**src/pkg/can_bit_timing_pkg.sv**
```systemverilog
// Constants, field layout and state encoding for the CAN bit timing block.
// Assumes a 32-bit APB register bus and a single clock.
package can_bit_timing_pkg;

  // Register offsets (byte addresses)
  localparam logic [11:0] ADDR_CONFIG = 12'h000;
  localparam logic [11:0] ADDR_STATUS = 12'h004;
  localparam logic [11:0] ADDR_COUNTS = 12'h008;

  // Config register field positions
  localparam int CFG_PRESC_LSB = 0;
  localparam int CFG_PRESC_W = 6;
  localparam int CFG_JW_LSB = 6;
  localparam int CFG_PROP_LSB = 8;
  localparam int CFG_PH1_LSB = 11;
  localparam int CFG_PH2_LSB = 14;
  localparam int CFG_TRIPLE_BIT = 17;
  localparam int CFG_MODE_BIT = 18;
  localparam int CFG_W = 19;
  localparam logic [CFG_W-1:0] CFG_RESET = 19'h00000;

  // Segment and timing figures in time quanta; TQ_BASE_PERIODS is in clock cycles per prescaler step
  localparam logic [4:0] SYNC_SEG_TQ = 5'h01;
  localparam logic [4:0] PROC_TIME_TQ = 5'h02;
  localparam logic [4:0] PH2_MIN_TQ = 5'h02;
  localparam int TQ_BASE_PERIODS = 2;

  // Reset value of the last sampled bus level (recessive)
  localparam logic SAMPLED_RESET = 1'b1;

  typedef enum logic [3:0] {
    SEG_SYNC = 4'b0001,
    SEG_PROP = 4'b0010,
    SEG_PH1 = 4'b0100,
    SEG_PH2 = 4'b1000
  } seg_t;

endpackage

```
**src/core/can_bit_timing_sync.sv**
```systemverilog
// CAN bit timing and synchronisation with APB configuration and status.
// Assumes can_rx is asynchronous; protocol engine signals are on pclk.
`timescale 1ns/1ns
`default_nettype none
module can_bit_timing_sync
  import can_bit_timing_pkg::*;
(
  input wire logic pclk,
  input wire logic presetn,
  input wire logic ce,
  input wire logic psel,
  input wire logic penable,
  input wire logic pwrite,
  input wire logic [11:0] paddr,
  input wire logic [31:0] pwdata,
  output logic [31:0] prdata,
  output logic pready,
  output logic pslverr,
  input wire logic can_rx,
  output logic can_tx,
  input wire logic bus_idle,
  input wire logic transmitting,
  input wire logic tx_bit,
  output logic bit_start,
  output logic sample_strobe,
  output logic sample_bit
);

  ////////////////////////////////////////////////////////////////////////////
  // Configuration decode

  logic [CFG_W-1:0] cfg_q;
  logic [CFG_PRESC_W-1:0] presc;
  logic [4:0] jw_len;
  logic [4:0] prop_len;
  logic [4:0] ph1_len;
  logic [4:0] ph2_own;
  logic [4:0] ph2_base;
  logic triple_sel;
  logic ph2_mode;

  assign presc = cfg_q[CFG_PRESC_LSB +: CFG_PRESC_W];
  assign jw_len = {3'h0, cfg_q[CFG_JW_LSB +: 2]} + 5'h01;
  assign prop_len = {2'h0, cfg_q[CFG_PROP_LSB +: 3]} + 5'h01;
  assign ph1_len = {2'h0, cfg_q[CFG_PH1_LSB +: 3]} + 5'h01;
  assign ph2_own = {2'h0, cfg_q[CFG_PH2_LSB +: 3]} + 5'h01;
  assign triple_sel = cfg_q[CFG_TRIPLE_BIT];
  assign ph2_mode = cfg_q[CFG_MODE_BIT];

  // Phase two length, never below the processing time
  always_comb begin
    if (ph2_mode) begin
      ph2_base = (ph2_own < PH2_MIN_TQ) ? PH2_MIN_TQ : ph2_own;
    end else begin
      ph2_base = (ph1_len < PROC_TIME_TQ) ? PROC_TIME_TQ : ph1_len;
    end
  end

  ////////////////////////////////////////////////////////////////////////////
  // Quantum generation

  logic restart;
  logic half_tick;
  logic tq_tick;

  quantum_prescaler #(
    .W(CFG_PRESC_W)
  ) u_prescaler (
    .pclk(pclk),
    .presetn(presetn),
    .ce(ce),
    .restart(restart),
    .setting(presc),
    .half_tick(half_tick),
    .tq_tick(tq_tick)
  );

  ////////////////////////////////////////////////////////////////////////////
  // Receive pin synchroniser and edge detect

  logic rx_meta_q;
  logic rx_s_q;
  logic rx_prev_q;
  logic fall;

  always_ff @(posedge pclk or negedge presetn) begin
    if (!presetn) begin
      rx_meta_q <= 1'b1;
      rx_s_q <= 1'b1;
      rx_prev_q <= 1'b1;
    end else if (ce) begin
      rx_meta_q <= can_rx;
      rx_s_q <= rx_meta_q;
      rx_prev_q <= rx_s_q;
    end
  end

  assign fall = rx_prev_q && !rx_s_q;

  ////////////////////////////////////////////////////////////////////////////
  // Segment state and synchronisation decisions

  seg_t seg_q;
  logic [4:0] seg_cnt_q;
  logic [4:0] ext_q;
  logic [4:0] cut_q;
  logic sync_done_q;
  logic sampled_q;
  logic [4:0] seg_len;
  logic [4:0] ph1_eff;
  logic [4:0] ph2_eff;
  logic [4:0] pos_err;
  logic [4:0] neg_err;
  logic seg_end;
  logic edge_ok;
  logic hard_sync;
  logic resync_ok;
  logic is_pos;
  logic is_neg;
  logic sync_taken;
  logic lengthen;
  logic shorten;
  logic natural_start;
  logic sample_pt;

  assign ph1_eff = ph1_len + ext_q;
  assign ph2_eff = ph2_base - cut_q;

  always_comb begin
    case (seg_q)
      SEG_SYNC: seg_len = SYNC_SEG_TQ;
      SEG_PROP: seg_len = prop_len;
      SEG_PH1: seg_len = ph1_eff;
      SEG_PH2: seg_len = ph2_eff;
      default: seg_len = SYNC_SEG_TQ;
    endcase
  end

  assign seg_end = tq_tick && ((seg_cnt_q + 5'h01) >= seg_len);

  // Phase error in quanta from the sync segment
  always_comb begin
    pos_err = 5'h00;
    neg_err = 5'h00;
    case (seg_q)
      SEG_PROP: pos_err = seg_cnt_q + 5'h01;
      SEG_PH1: pos_err = prop_len + seg_cnt_q + 5'h01;
      SEG_PH2: neg_err = ph2_eff - seg_cnt_q;
      default: pos_err = 5'h00;
    endcase
  end

  assign is_pos = (seg_q == SEG_PROP) || (seg_q == SEG_PH1);
  assign is_neg = (seg_q == SEG_PH2);
  assign edge_ok = ce && fall && sampled_q && !sync_done_q;
  assign hard_sync = edge_ok && bus_idle;
  assign resync_ok = edge_ok && !bus_idle;
  assign restart = hard_sync
    || (resync_ok && is_pos && !transmitting && (pos_err <= jw_len))
    || (resync_ok && is_neg && (neg_err <= jw_len));
  assign lengthen = resync_ok && is_pos && !transmitting && (pos_err > jw_len);
  assign shorten = resync_ok && is_neg && (neg_err > jw_len);
  assign sync_taken = hard_sync
    || (resync_ok && ((seg_q == SEG_SYNC) || is_neg || (is_pos && !transmitting)));
  assign natural_start = seg_end && (seg_q == SEG_PH2) && !restart;
  assign sample_pt = seg_end && (seg_q == SEG_PH1) && !restart;

  // Segment sequencer
  always_ff @(posedge pclk or negedge presetn) begin
    if (!presetn) begin
      seg_q <= SEG_SYNC;
      seg_cnt_q <= 5'h00;
    end else if (ce) begin
      if (restart) begin
        seg_q <= SEG_SYNC;
        seg_cnt_q <= 5'h00;
      end else if (seg_end) begin
        seg_cnt_q <= 5'h00;
        case (seg_q)
          SEG_SYNC: seg_q <= SEG_PROP;
          SEG_PROP: seg_q <= SEG_PH1;
          SEG_PH1: seg_q <= SEG_PH2;
          SEG_PH2: seg_q <= SEG_SYNC;
          default: seg_q <= SEG_SYNC;
        endcase
      end else if (tq_tick) begin
        seg_cnt_q <= seg_cnt_q + 5'h01;
      end
    end
  end

  // Phase adjustments, cleared at each new bit
  always_ff @(posedge pclk or negedge presetn) begin
    if (!presetn) begin
      ext_q <= 5'h00;
      cut_q <= 5'h00;
    end else if (ce) begin
      if (restart || natural_start) begin
        ext_q <= 5'h00;
        cut_q <= 5'h00;
      end else if (lengthen) begin
        ext_q <= jw_len;
      end else if (shorten) begin
        cut_q <= jw_len;
      end
    end
  end

  // One synchronisation per bit; a new sync wins over the bit-start clear
  always_ff @(posedge pclk or negedge presetn) begin
    if (!presetn) begin
      sync_done_q <= 1'b0;
    end else if (ce) begin
      if (sync_taken) begin
        sync_done_q <= 1'b1;
      end else if (natural_start) begin
        sync_done_q <= 1'b0;
      end
    end
  end

  ////////////////////////////////////////////////////////////////////////////
  // Sampling and strobes to the protocol engine

  logic [1:0] hist_q;
  logic bit_val;

  always_ff @(posedge pclk or negedge presetn) begin
    if (!presetn) begin
      hist_q <= 2'h3;
    end else if (ce && (half_tick || tq_tick)) begin
      hist_q <= {hist_q[0], rx_s_q};
    end
  end

  always_comb begin
    if (triple_sel) begin
      bit_val = (hist_q[1] & hist_q[0]) | (hist_q[1] & rx_s_q) | (hist_q[0] & rx_s_q);
    end else begin
      bit_val = rx_s_q;
    end
  end

  always_ff @(posedge pclk or negedge presetn) begin
    if (!presetn) begin
      sampled_q <= SAMPLED_RESET;
      sample_strobe <= 1'b0;
      sample_bit <= SAMPLED_RESET;
      bit_start <= 1'b0;
      can_tx <= 1'b1;
    end else if (ce) begin
      sample_strobe <= sample_pt;
      bit_start <= restart || natural_start;
      if (sample_pt) begin
        sampled_q <= bit_val;
        sample_bit <= bit_val;
      end
      if (restart || natural_start) begin
        can_tx <= tx_bit;
      end
    end
  end

  ////////////////////////////////////////////////////////////////////////////
  // Synchronisation counters for status

  logic [7:0] hard_cnt_q;
  logic [7:0] resync_cnt_q;

  always_ff @(posedge pclk or negedge presetn) begin
    if (!presetn) begin
      hard_cnt_q <= 8'h00;
      resync_cnt_q <= 8'h00;
    end else if (ce) begin
      if (hard_sync) begin
        hard_cnt_q <= hard_cnt_q + 8'h01;
      end
      if (restart && !hard_sync || lengthen || shorten) begin
        resync_cnt_q <= resync_cnt_q + 8'h01;
      end
    end
  end

  ////////////////////////////////////////////////////////////////////////////
  // APB slave: one wait state, unmapped addresses give pslverr

  logic access;
  logic done;
  logic mapped;
  logic [31:0] rd_val;

  assign access = psel && penable;
  assign done = access && pready;
  assign mapped = (paddr == ADDR_CONFIG) || (paddr == ADDR_STATUS)
    || (paddr == ADDR_COUNTS);

  always_comb begin
    case (paddr)
      ADDR_CONFIG: rd_val = {13'h0000, cfg_q};
      ADDR_STATUS: rd_val = {24'h000000, sync_done_q, sampled_q, rx_s_q, 1'b0, seg_q};
      ADDR_COUNTS: rd_val = {16'h0000, resync_cnt_q, hard_cnt_q};
      default: rd_val = 32'h00000000;
    endcase
  end

  always_ff @(posedge pclk or negedge presetn) begin
    if (!presetn) begin
      pready <= 1'b0;
      prdata <= 32'h00000000;
      pslverr <= 1'b0;
    end else if (ce) begin
      pready <= access && !pready;
      if (access && !pready) begin
        prdata <= pwrite ? 32'h00000000 : rd_val;
        pslverr <= !mapped;
      end else begin
        pslverr <= 1'b0;
      end
    end
  end

  always_ff @(posedge pclk or negedge presetn) begin
    if (!presetn) begin
      cfg_q <= CFG_RESET;
    end else if (ce && done && pwrite && (paddr == ADDR_CONFIG)) begin
      cfg_q <= pwdata[CFG_W-1:0];
    end
  end

  ////////////////////////////////////////////////////////////////////////////
  // Checks

  logic [7:0] gap_q;
  logic gap_ok_q;

  // Quantum length is only known once a tick follows a prescaler change
  always_ff @(posedge pclk or negedge presetn) begin
    if (!presetn) begin
      gap_q <= 8'h00;
      gap_ok_q <= 1'b1;
    end else if (ce) begin
      gap_q <= (tq_tick || restart) ? 8'h00 : gap_q + 8'h01;
      if (tq_tick || restart) begin
        gap_ok_q <= 1'b1;
      end else if (done && pwrite) begin
        gap_ok_q <= 1'b0;
      end
    end
  end

  chk_sync_len: assert property (@(posedge pclk) disable iff (!presetn)
    (seg_q == SEG_SYNC && tq_tick && !restart) |=> (seg_q == SEG_PROP))
    else $error("sync segment did not last one quantum");

  chk_seg_order: assert property (@(posedge pclk) disable iff (!presetn)
    (seg_q == SEG_PH1 && ce && !restart) |=> (seg_q == SEG_PH1 || seg_q == SEG_PH2))
    else $error("phase one not followed by phase two");

  chk_tq_length: assert property (@(posedge pclk) disable iff (!presetn)
    (tq_tick && gap_ok_q) |-> ({1'b0, gap_q} + 9'h001 == {2'h0, presc, 1'b1} + 9'h001))
    else $error("quantum length wrong");

  chk_sample_strobe: assert property (@(posedge pclk) disable iff (!presetn)
    (sample_pt && ce) |=> (sample_strobe && sample_bit == $past(bit_val)
      && seg_q == SEG_PH2))
    else $error("sample strobe not at end of phase one");

  chk_ph2_floor: assert property (@(posedge pclk) disable iff (!presetn)
    ph2_base >= PROC_TIME_TQ && (ph2_mode || ph2_base >= ph1_len))
    else $error("phase two below processing time");

  chk_hard_restart: assert property (@(posedge pclk) disable iff (!presetn)
    hard_sync |=> (seg_q == SEG_SYNC && seg_cnt_q == 5'h00 && sync_done_q && bit_start))
    else $error("hard sync did not restart bit");

  chk_one_sync: assert property (@(posedge pclk) disable iff (!presetn)
    (sync_taken && ce) |=> (sync_done_q && !sync_taken))
    else $error("second sync in one bit");

  chk_tx_positive: assert property (@(posedge pclk) disable iff (!presetn)
    (transmitting && is_pos) |-> !(restart || lengthen))
    else $error("positive resync while transmitting");

  chk_ext_bound: assert property (@(posedge pclk) disable iff (!presetn)
    (lengthen && ce) |=> (ext_q == $past(jw_len)))
    else $error("phase one lengthened by wrong amount");

  chk_cut_bound: assert property (@(posedge pclk) disable iff (!presetn)
    (shorten && ce) |=> (cut_q == $past(jw_len) && ph2_eff >= 5'h01))
    else $error("phase two shortened by wrong amount");

  chk_edge_use: assert property (@(posedge pclk) disable iff (!presetn)
    sync_taken |-> (rx_prev_q && !rx_s_q && sampled_q))
    else $error("sync on an unqualified edge");

  chk_tx_drive: assert property (@(posedge pclk) disable iff (!presetn)
    ((restart || natural_start) && ce) |=> (can_tx == $past(tx_bit) && bit_start))
    else $error("transmit bit not driven at bit start");

endmodule
`default_nettype wire

```
**src/core/quantum_prescaler.sv**
```systemverilog
// Time quantum generator: divides the clock into quanta of 2*(setting+1) cycles.
// Assumes ce gates every step and restart re-aligns the quantum.
`timescale 1ns/1ns
`default_nettype none
module quantum_prescaler #(
  parameter int W = 6
) (
  input wire logic pclk,
  input wire logic presetn,
  input wire logic ce,
  input wire logic restart,
  input wire logic [W-1:0] setting,
  output logic half_tick,
  output logic tq_tick
);
  logic [W:0] cnt_q;
  logic [W:0] half_last;
  logic [W:0] full_last;

  // Quantum is TQ_BASE_PERIODS * (setting + 1) cycles
  assign half_last = {1'b0, setting};
  assign full_last = {setting, 1'b1};
  assign half_tick = ce && !restart && (cnt_q == half_last);
  assign tq_tick = ce && !restart && (cnt_q == full_last);

  always_ff @(posedge pclk or negedge presetn) begin
    if (!presetn) begin
      cnt_q <= '0;
    end else if (ce) begin
      if (restart || cnt_q >= full_last) begin
        cnt_q <= '0;
      end else begin
        cnt_q <= cnt_q + 1'b1;
      end
    end
  end
endmodule
`default_nettype wire

```
**config.mk**
```make
export PLATFORM = sky130hd
export DESIGN_NAME = can_bit_timing_sync
export DESIGN_NICKNAME = d
export VERILOG_FILES = /design/src/pkg/can_bit_timing_pkg.sv /design/src/core/can_bit_timing_sync.sv /design/src/core/quantum_prescaler.sv
export SDC_FILE = /design/constraint.sdc
export NUM_CORES = 1
export LEC_CHECK = 0
export BUFFER_PORTS_ARGS = -buffer_cell sky130_fd_sc_hd__buf_2
export CORE_ASPECT_RATIO = 0.75
export CORE_MARGIN = 2
export CORE_UTILIZATION = 57
export DETAILED_ROUTE_END_ITERATION = 6
export PLACE_DENSITY = 0.91
export SYNTH_ARGS = -nofsm -noshare
export SYNTH_HDL_FRONTEND = slang
export SYNTH_HIERARCHICAL = 1
export SYNTH_SLANG_ARGS = --single-unit
export TNS_END_PERCENT = 5
```
**constraint.sdc**
```tcl
create_clock -name pclk -period 6.9 [get_ports pclk]
set_clock_uncertainty 0.2 [all_clocks]
set_input_delay 0.69 -clock pclk [delete_from_list [all_inputs] [get_ports pclk]]
set_output_delay 0.69 -clock pclk [all_outputs]
set_load 0.01 [all_outputs]
```
==> results.txt <==
After detailed routing, the number of vias per cell comes to 6.176. Derived from the worst setup path, the maximum achievable clock frequency is 163.7 MHz. The tools report the core footprint as 9542 sq um. The Yosys step of the flow raised 6 warnings.

The tools report the full die area as 10500 sq um. The repair_antennas step left the layout with diodes totalling 0. The largest fanout of any net on the critical path was 8; the post-synthesis area per instance was 10.08 sq um.

The worst hold slack after final layout was 0.2777 ns; the number of endpoints failing setup at the final stage was 0. The initial antenna violation count came out at 0. The congestion estimate from routability-driven global placement came to 0.9337.

Counting flops with an async set or reset pin after synthesis yields a share of 100.0%. The tools report the post-CTS setup buffer count as 0. Clock tree synthesis inserted a total of 9 buffers. Clock-pin slew was measured on the worst setup and hold paths at 0.07 ns.

The most common cell after layout, fill and taps aside was sky130_fd_sc_hd__dfrtp_1. In this run, the combinational gates consume 24.9% of the power. After the last flow step, the layout net total stands at 703.

The count of buffer and inverter cells on the critical path is 2, and the number of hold violations in the final report is 0. Among all flip-flop cells after synthesis, the most frequent one is sky130_fd_sc_hd__dfrtp_1. The switching share of power was 33.32%.

In this run, distinct cell masters in the synthesized netlist total 67. The kind of cell adding the most delay to the critical path is simple AND/OR/NAND/NOR gates. The remaining global-route overflow came out at 0. The run finished with clean final reports.

Detailed placement finished with a half-perimeter wire length of 9887 um. The kind of critical path is reg2reg. The maximum cell stage delay along the critical path was 0.50 ns. The internal power of the cells totals 0.001006 W. Across all layers, the routed design uses 4589 vias.

92 I/O pins were placed. Counting every sink on the clock net gives 88. For the max-slew violation count, the log shows 0. Clock latency on the worst-skew pair, taken at its later pin, is 0.35 ns. The first detailed-routing pass took 6 iterations. Cell leakage power: 3.018 nW. During placement, the flow inserted port buffers numbering 65. The worst pin sits at a relative slew slack of 20.83%. For the total global routing track utilization, the log shows 26.49%. Share of total power in sequential cells: 41.6%.

The clock network fraction of design power is 33.5%, and the relative area change from synthesis to final layout is 12.03%. The H-tree was split into 3 levels. STA classifies the critical path endpoint as a register. The total length of routed wires is 13830 um. Once the floorplan was initialized, standard cells occupied 57.87% of the core.

TritonCTS built the clock tree. Row generation in the floorplan step produced 31 rows. Data on the critical path arrives at its endpoint at 6.18 ns.

At the worst endpoint, the required time is 6.97 ns. IR analysis of the VDD net gives a maximum drop of 0.0001904 V. The number of enable flip-flop cells after synthesis is 0. Traced cell by cell, the critical path runs through ha_1 -> xor2_1 -> o21ai_0 -> nor2_1 -> a21oi_1 -> ha_1 -> inv_1 -> fa_1 -> fa_1 -> and2_1 -> ha_1 -> nor2b_1 -> o21a_1 -> o21ai_0 -> o2111a_1 -> o31ai_4 -> inv_2 -> nor2_1 -> nand4_1 -> nor2_1 -> nand4_1 -> nand2_2 -> mux2_1.

The net switching power of the design is 0.0005026 W. The run gives 718 as the filler cell count. The first global-routing pass estimated 21620 um of wire. The number of resized instances in the post-cts repair step was 0; the sequential share of the synthesized area was 40.06%.

After layout, the minimum clock period comes to 6.109 ns. The average detailed-routed wire length per instance is 18.61 um. The synthesized netlist devotes 6.436% of its cell area to XOR and XNOR gates. The final setup TNS is 0 ns, and the number of buffers between clock root and the deepest sink is 2. STA classifies the critical path startpoint as a register. The total area of multi-input combinational cells is 3003 sq um. Synthesis handed over a netlist of 548 instances. The synthesized netlist devotes 13.35% of its cell area to simple gates. The slowest library cell on the worst path was sky130_fd_sc_hd__fa_1. After synthesis, the largest family of logic cells by area is compound AO/OA/AOI/OAI gates. In the routed design, unresolved DRC markers number 0. Number of design-rule violations left by the first detailed-router iteration: 461. At the pin with the least slew margin, the transition time is 1.184 ns. Leaving out fill and tap cells, the most frequent cells in the layout are sky130_fd_sc_hd__dfrtp_1, sky130_fd_sc_hd__buf_2, sky130_fd_sc_hd__inv_1, sky130_fd_sc_hd__nand2_1, sky130_fd_sc_hd__ha_1. The cell sitting at the root of the clock tree is a sky130_fd_sc_hd__clkbuf_16. For the number of global-route vias before repair, the log shows 4354. The multiplexer area fraction after synthesis was 8.860%.

Registers take 2212 sq um. The number of register bits inferred by synthesis is 88. Max-cap violations in this run came to 0. Of the total synthesized cell area, the portion taken by full adders, half adders and majority gates is 10.29%.

Number of nets with antenna violations after routing: 0. For this run, the share of the core covered by cells in the final layout is 64.83%. The power density normalized to cell area is 243.9 nW/um^2, and the height of the chip is 89.24 um.

Measured along the x axis, the die boundary spans 117.7 um. Summing the areas of all compound-gate instances in the mapped netlist gives 14.57% of the synthesized area. Setup repair after global routing left no endpoint under its margin.

The path class of the tightest hold or removal check is reg2reg. Cells with a size suffix above 1 make up 21.60% of the layout. In this run the cell area of the synthesized design comes to 5522 sq um.

The number of hold buffers added after CTS is 0. Entering global routing, the biggest net connects 89 pins. The share of the clock period used by the worst path works out to 88.54%.
layout make-up:
type	instances	share of cell area, %
sequential	88	35.76
tap	132	2.670
clock inverter	6	1.294
multi-input combinational	399	48.54
inverter	41	2.488
timing repair buffer	67	5.542
clock buffer	10	3.701
tightest hold or removal path, delay by kind of cell (launching register included):
| kind | cells | cell delay [ns] |
|---|---|---|
| AOI/OAI and AO/OA | 1 | 0.06 |
| and+or+nand+nor | 1 | 0.05 |
| DFF | 1 | 0.34 |
logic make-up (layout without fill, tap and decap cells):
kind of cell,after synthesis,in the layout
AOI/OAI and AO/OA,117,117
xor gates and xnor gates,39,39
adders and majority gates,43,43
buffers and inverters,73,124
DFF,88,88
muxes,45,45
other,1,13
and+or+nand+nor,142,142
routing by layer:
layer  up-vias  share of wire (%)  GRT usage, %
met5         -                  0             0
met3        49                6.7         6.824
met4         0                3.7         10.73
met1      2266                 43         34.79
met2       230                 47         42.81
li1       2044                  -             -
path summary, 6_finish.rpt:
| path | depth (start not counted) | to | from | slack [ns] |
|---|---|---|---|---|
| max | 23 | can_tx$_DFFE_PN1P_ | cfg_q[12]$_DFFE_PN0P_ | 0.79 |
| min | 2 | prdata[10]$_DFFE_PN0P_ | prdata[10]$_DFFE_PN0P_ | 0.28 |
| max reg2reg | 23 | can_tx$_DFFE_PN1P_ | cfg_q[12]$_DFFE_PN0P_ | 0.79 |
| min reg2reg | 2 | prdata[10]$_DFFE_PN0P_ | prdata[10]$_DFFE_PN0P_ | 0.28 |
| max in group asynchronous | 1 | hard_cnt_q[3]$_DFFE_PN0P_ | presetn | 5.44 |
| min in group asynchronous | 1 | prdata[16]$_DFFE_PN0P_ | presetn | 0.31 |
synthesized netlist by cell type, drive strengths merged (3+ instances only):
| cell type | n | area [sq um] |
|---|---|---|
| dfrtp | 80 | 2002 |
| inv | 41 | 153.9 |
| nand2 | 40 | 152.6 |
| ha | 39 | 488.0 |
| o21ai | 34 | 170.2 |
| nor2 | 31 | 121.4 |
| a21oi | 29 | 152.7 |
| mux2 | 28 | 319.0 |
| xnor2 | 26 | 227.7 |
| buf | 23 | 162.7 |
| nand4 | 18 | 112.6 |
| mux2i | 17 | 170.2 |
| nand3 | 17 | 90.09 |
| a22o | 13 | 113.9 |
| xor2 | 12 | 105.1 |
| clkbuf | 9 | 35.03 |
| dfstp | 8 | 210.2 |
| nor2b | 7 | 43.79 |
| o31ai | 7 | 80.08 |
| and3 | 6 | 37.54 |
| a21o | 5 | 37.54 |
| nor4 | 5 | 37.53 |
| o22ai | 5 | 37.53 |
| a211oi | 4 | 35.03 |
| fa | 4 | 80.08 |
| nand2b | 4 | 25.02 |
| nor3 | 4 | 20.02 |
| a21boi | 3 | 22.52 |
state kept, by name, indices dropped and copies added (netlist names), 2 cells and up:
signal             cells
hard_cnt_q             8
seg_cnt_q              5
resync_cnt_q           8
u_prescaler/cnt_q      7
cut_q                  3
ext_q                  3
seg_q                  4
hist_q                 2
prdata                19
cfg_q                 19
power groups by stage:
| stage | clock [W] | sequential (W) | combinational [W] |
|---|---|---|---|
| after global placement | 0 | 0.000627 | 0.000341 |
| after global routing | 0.000530 | 0.000632 | 0.000419 |
| after CTS | 0.000504 | 0.000624 | 0.000372 |
| final | 0.000505 | 0.000627 | 0.000376 |
| after detailed placement | 0 | 0.000633 | 0.000359 |
| after floorplan | 0 | 0.000601 | 0.000317 |
through the flow:
stage / instances / power [W] / instance area [sq um] / setup slack, ns
2_1_floorplan: 560 / 0.0009172 / 5567 / 1.783
3_3_place_gp: 727 / 0.0009680 / 5877 / 1.350
3_5_place_dp: 727 / 0.0009924 / 5877 / 1.136
4_1_cts: 743 / 0.001500 / 6186 / 0.8887
5_1_grt: 743 / 0.001581 / 6186 / 0.5455
6_report: 743 / 0.001509 / 6186 / 0.7910
Power figures use the tool's default switching activity.
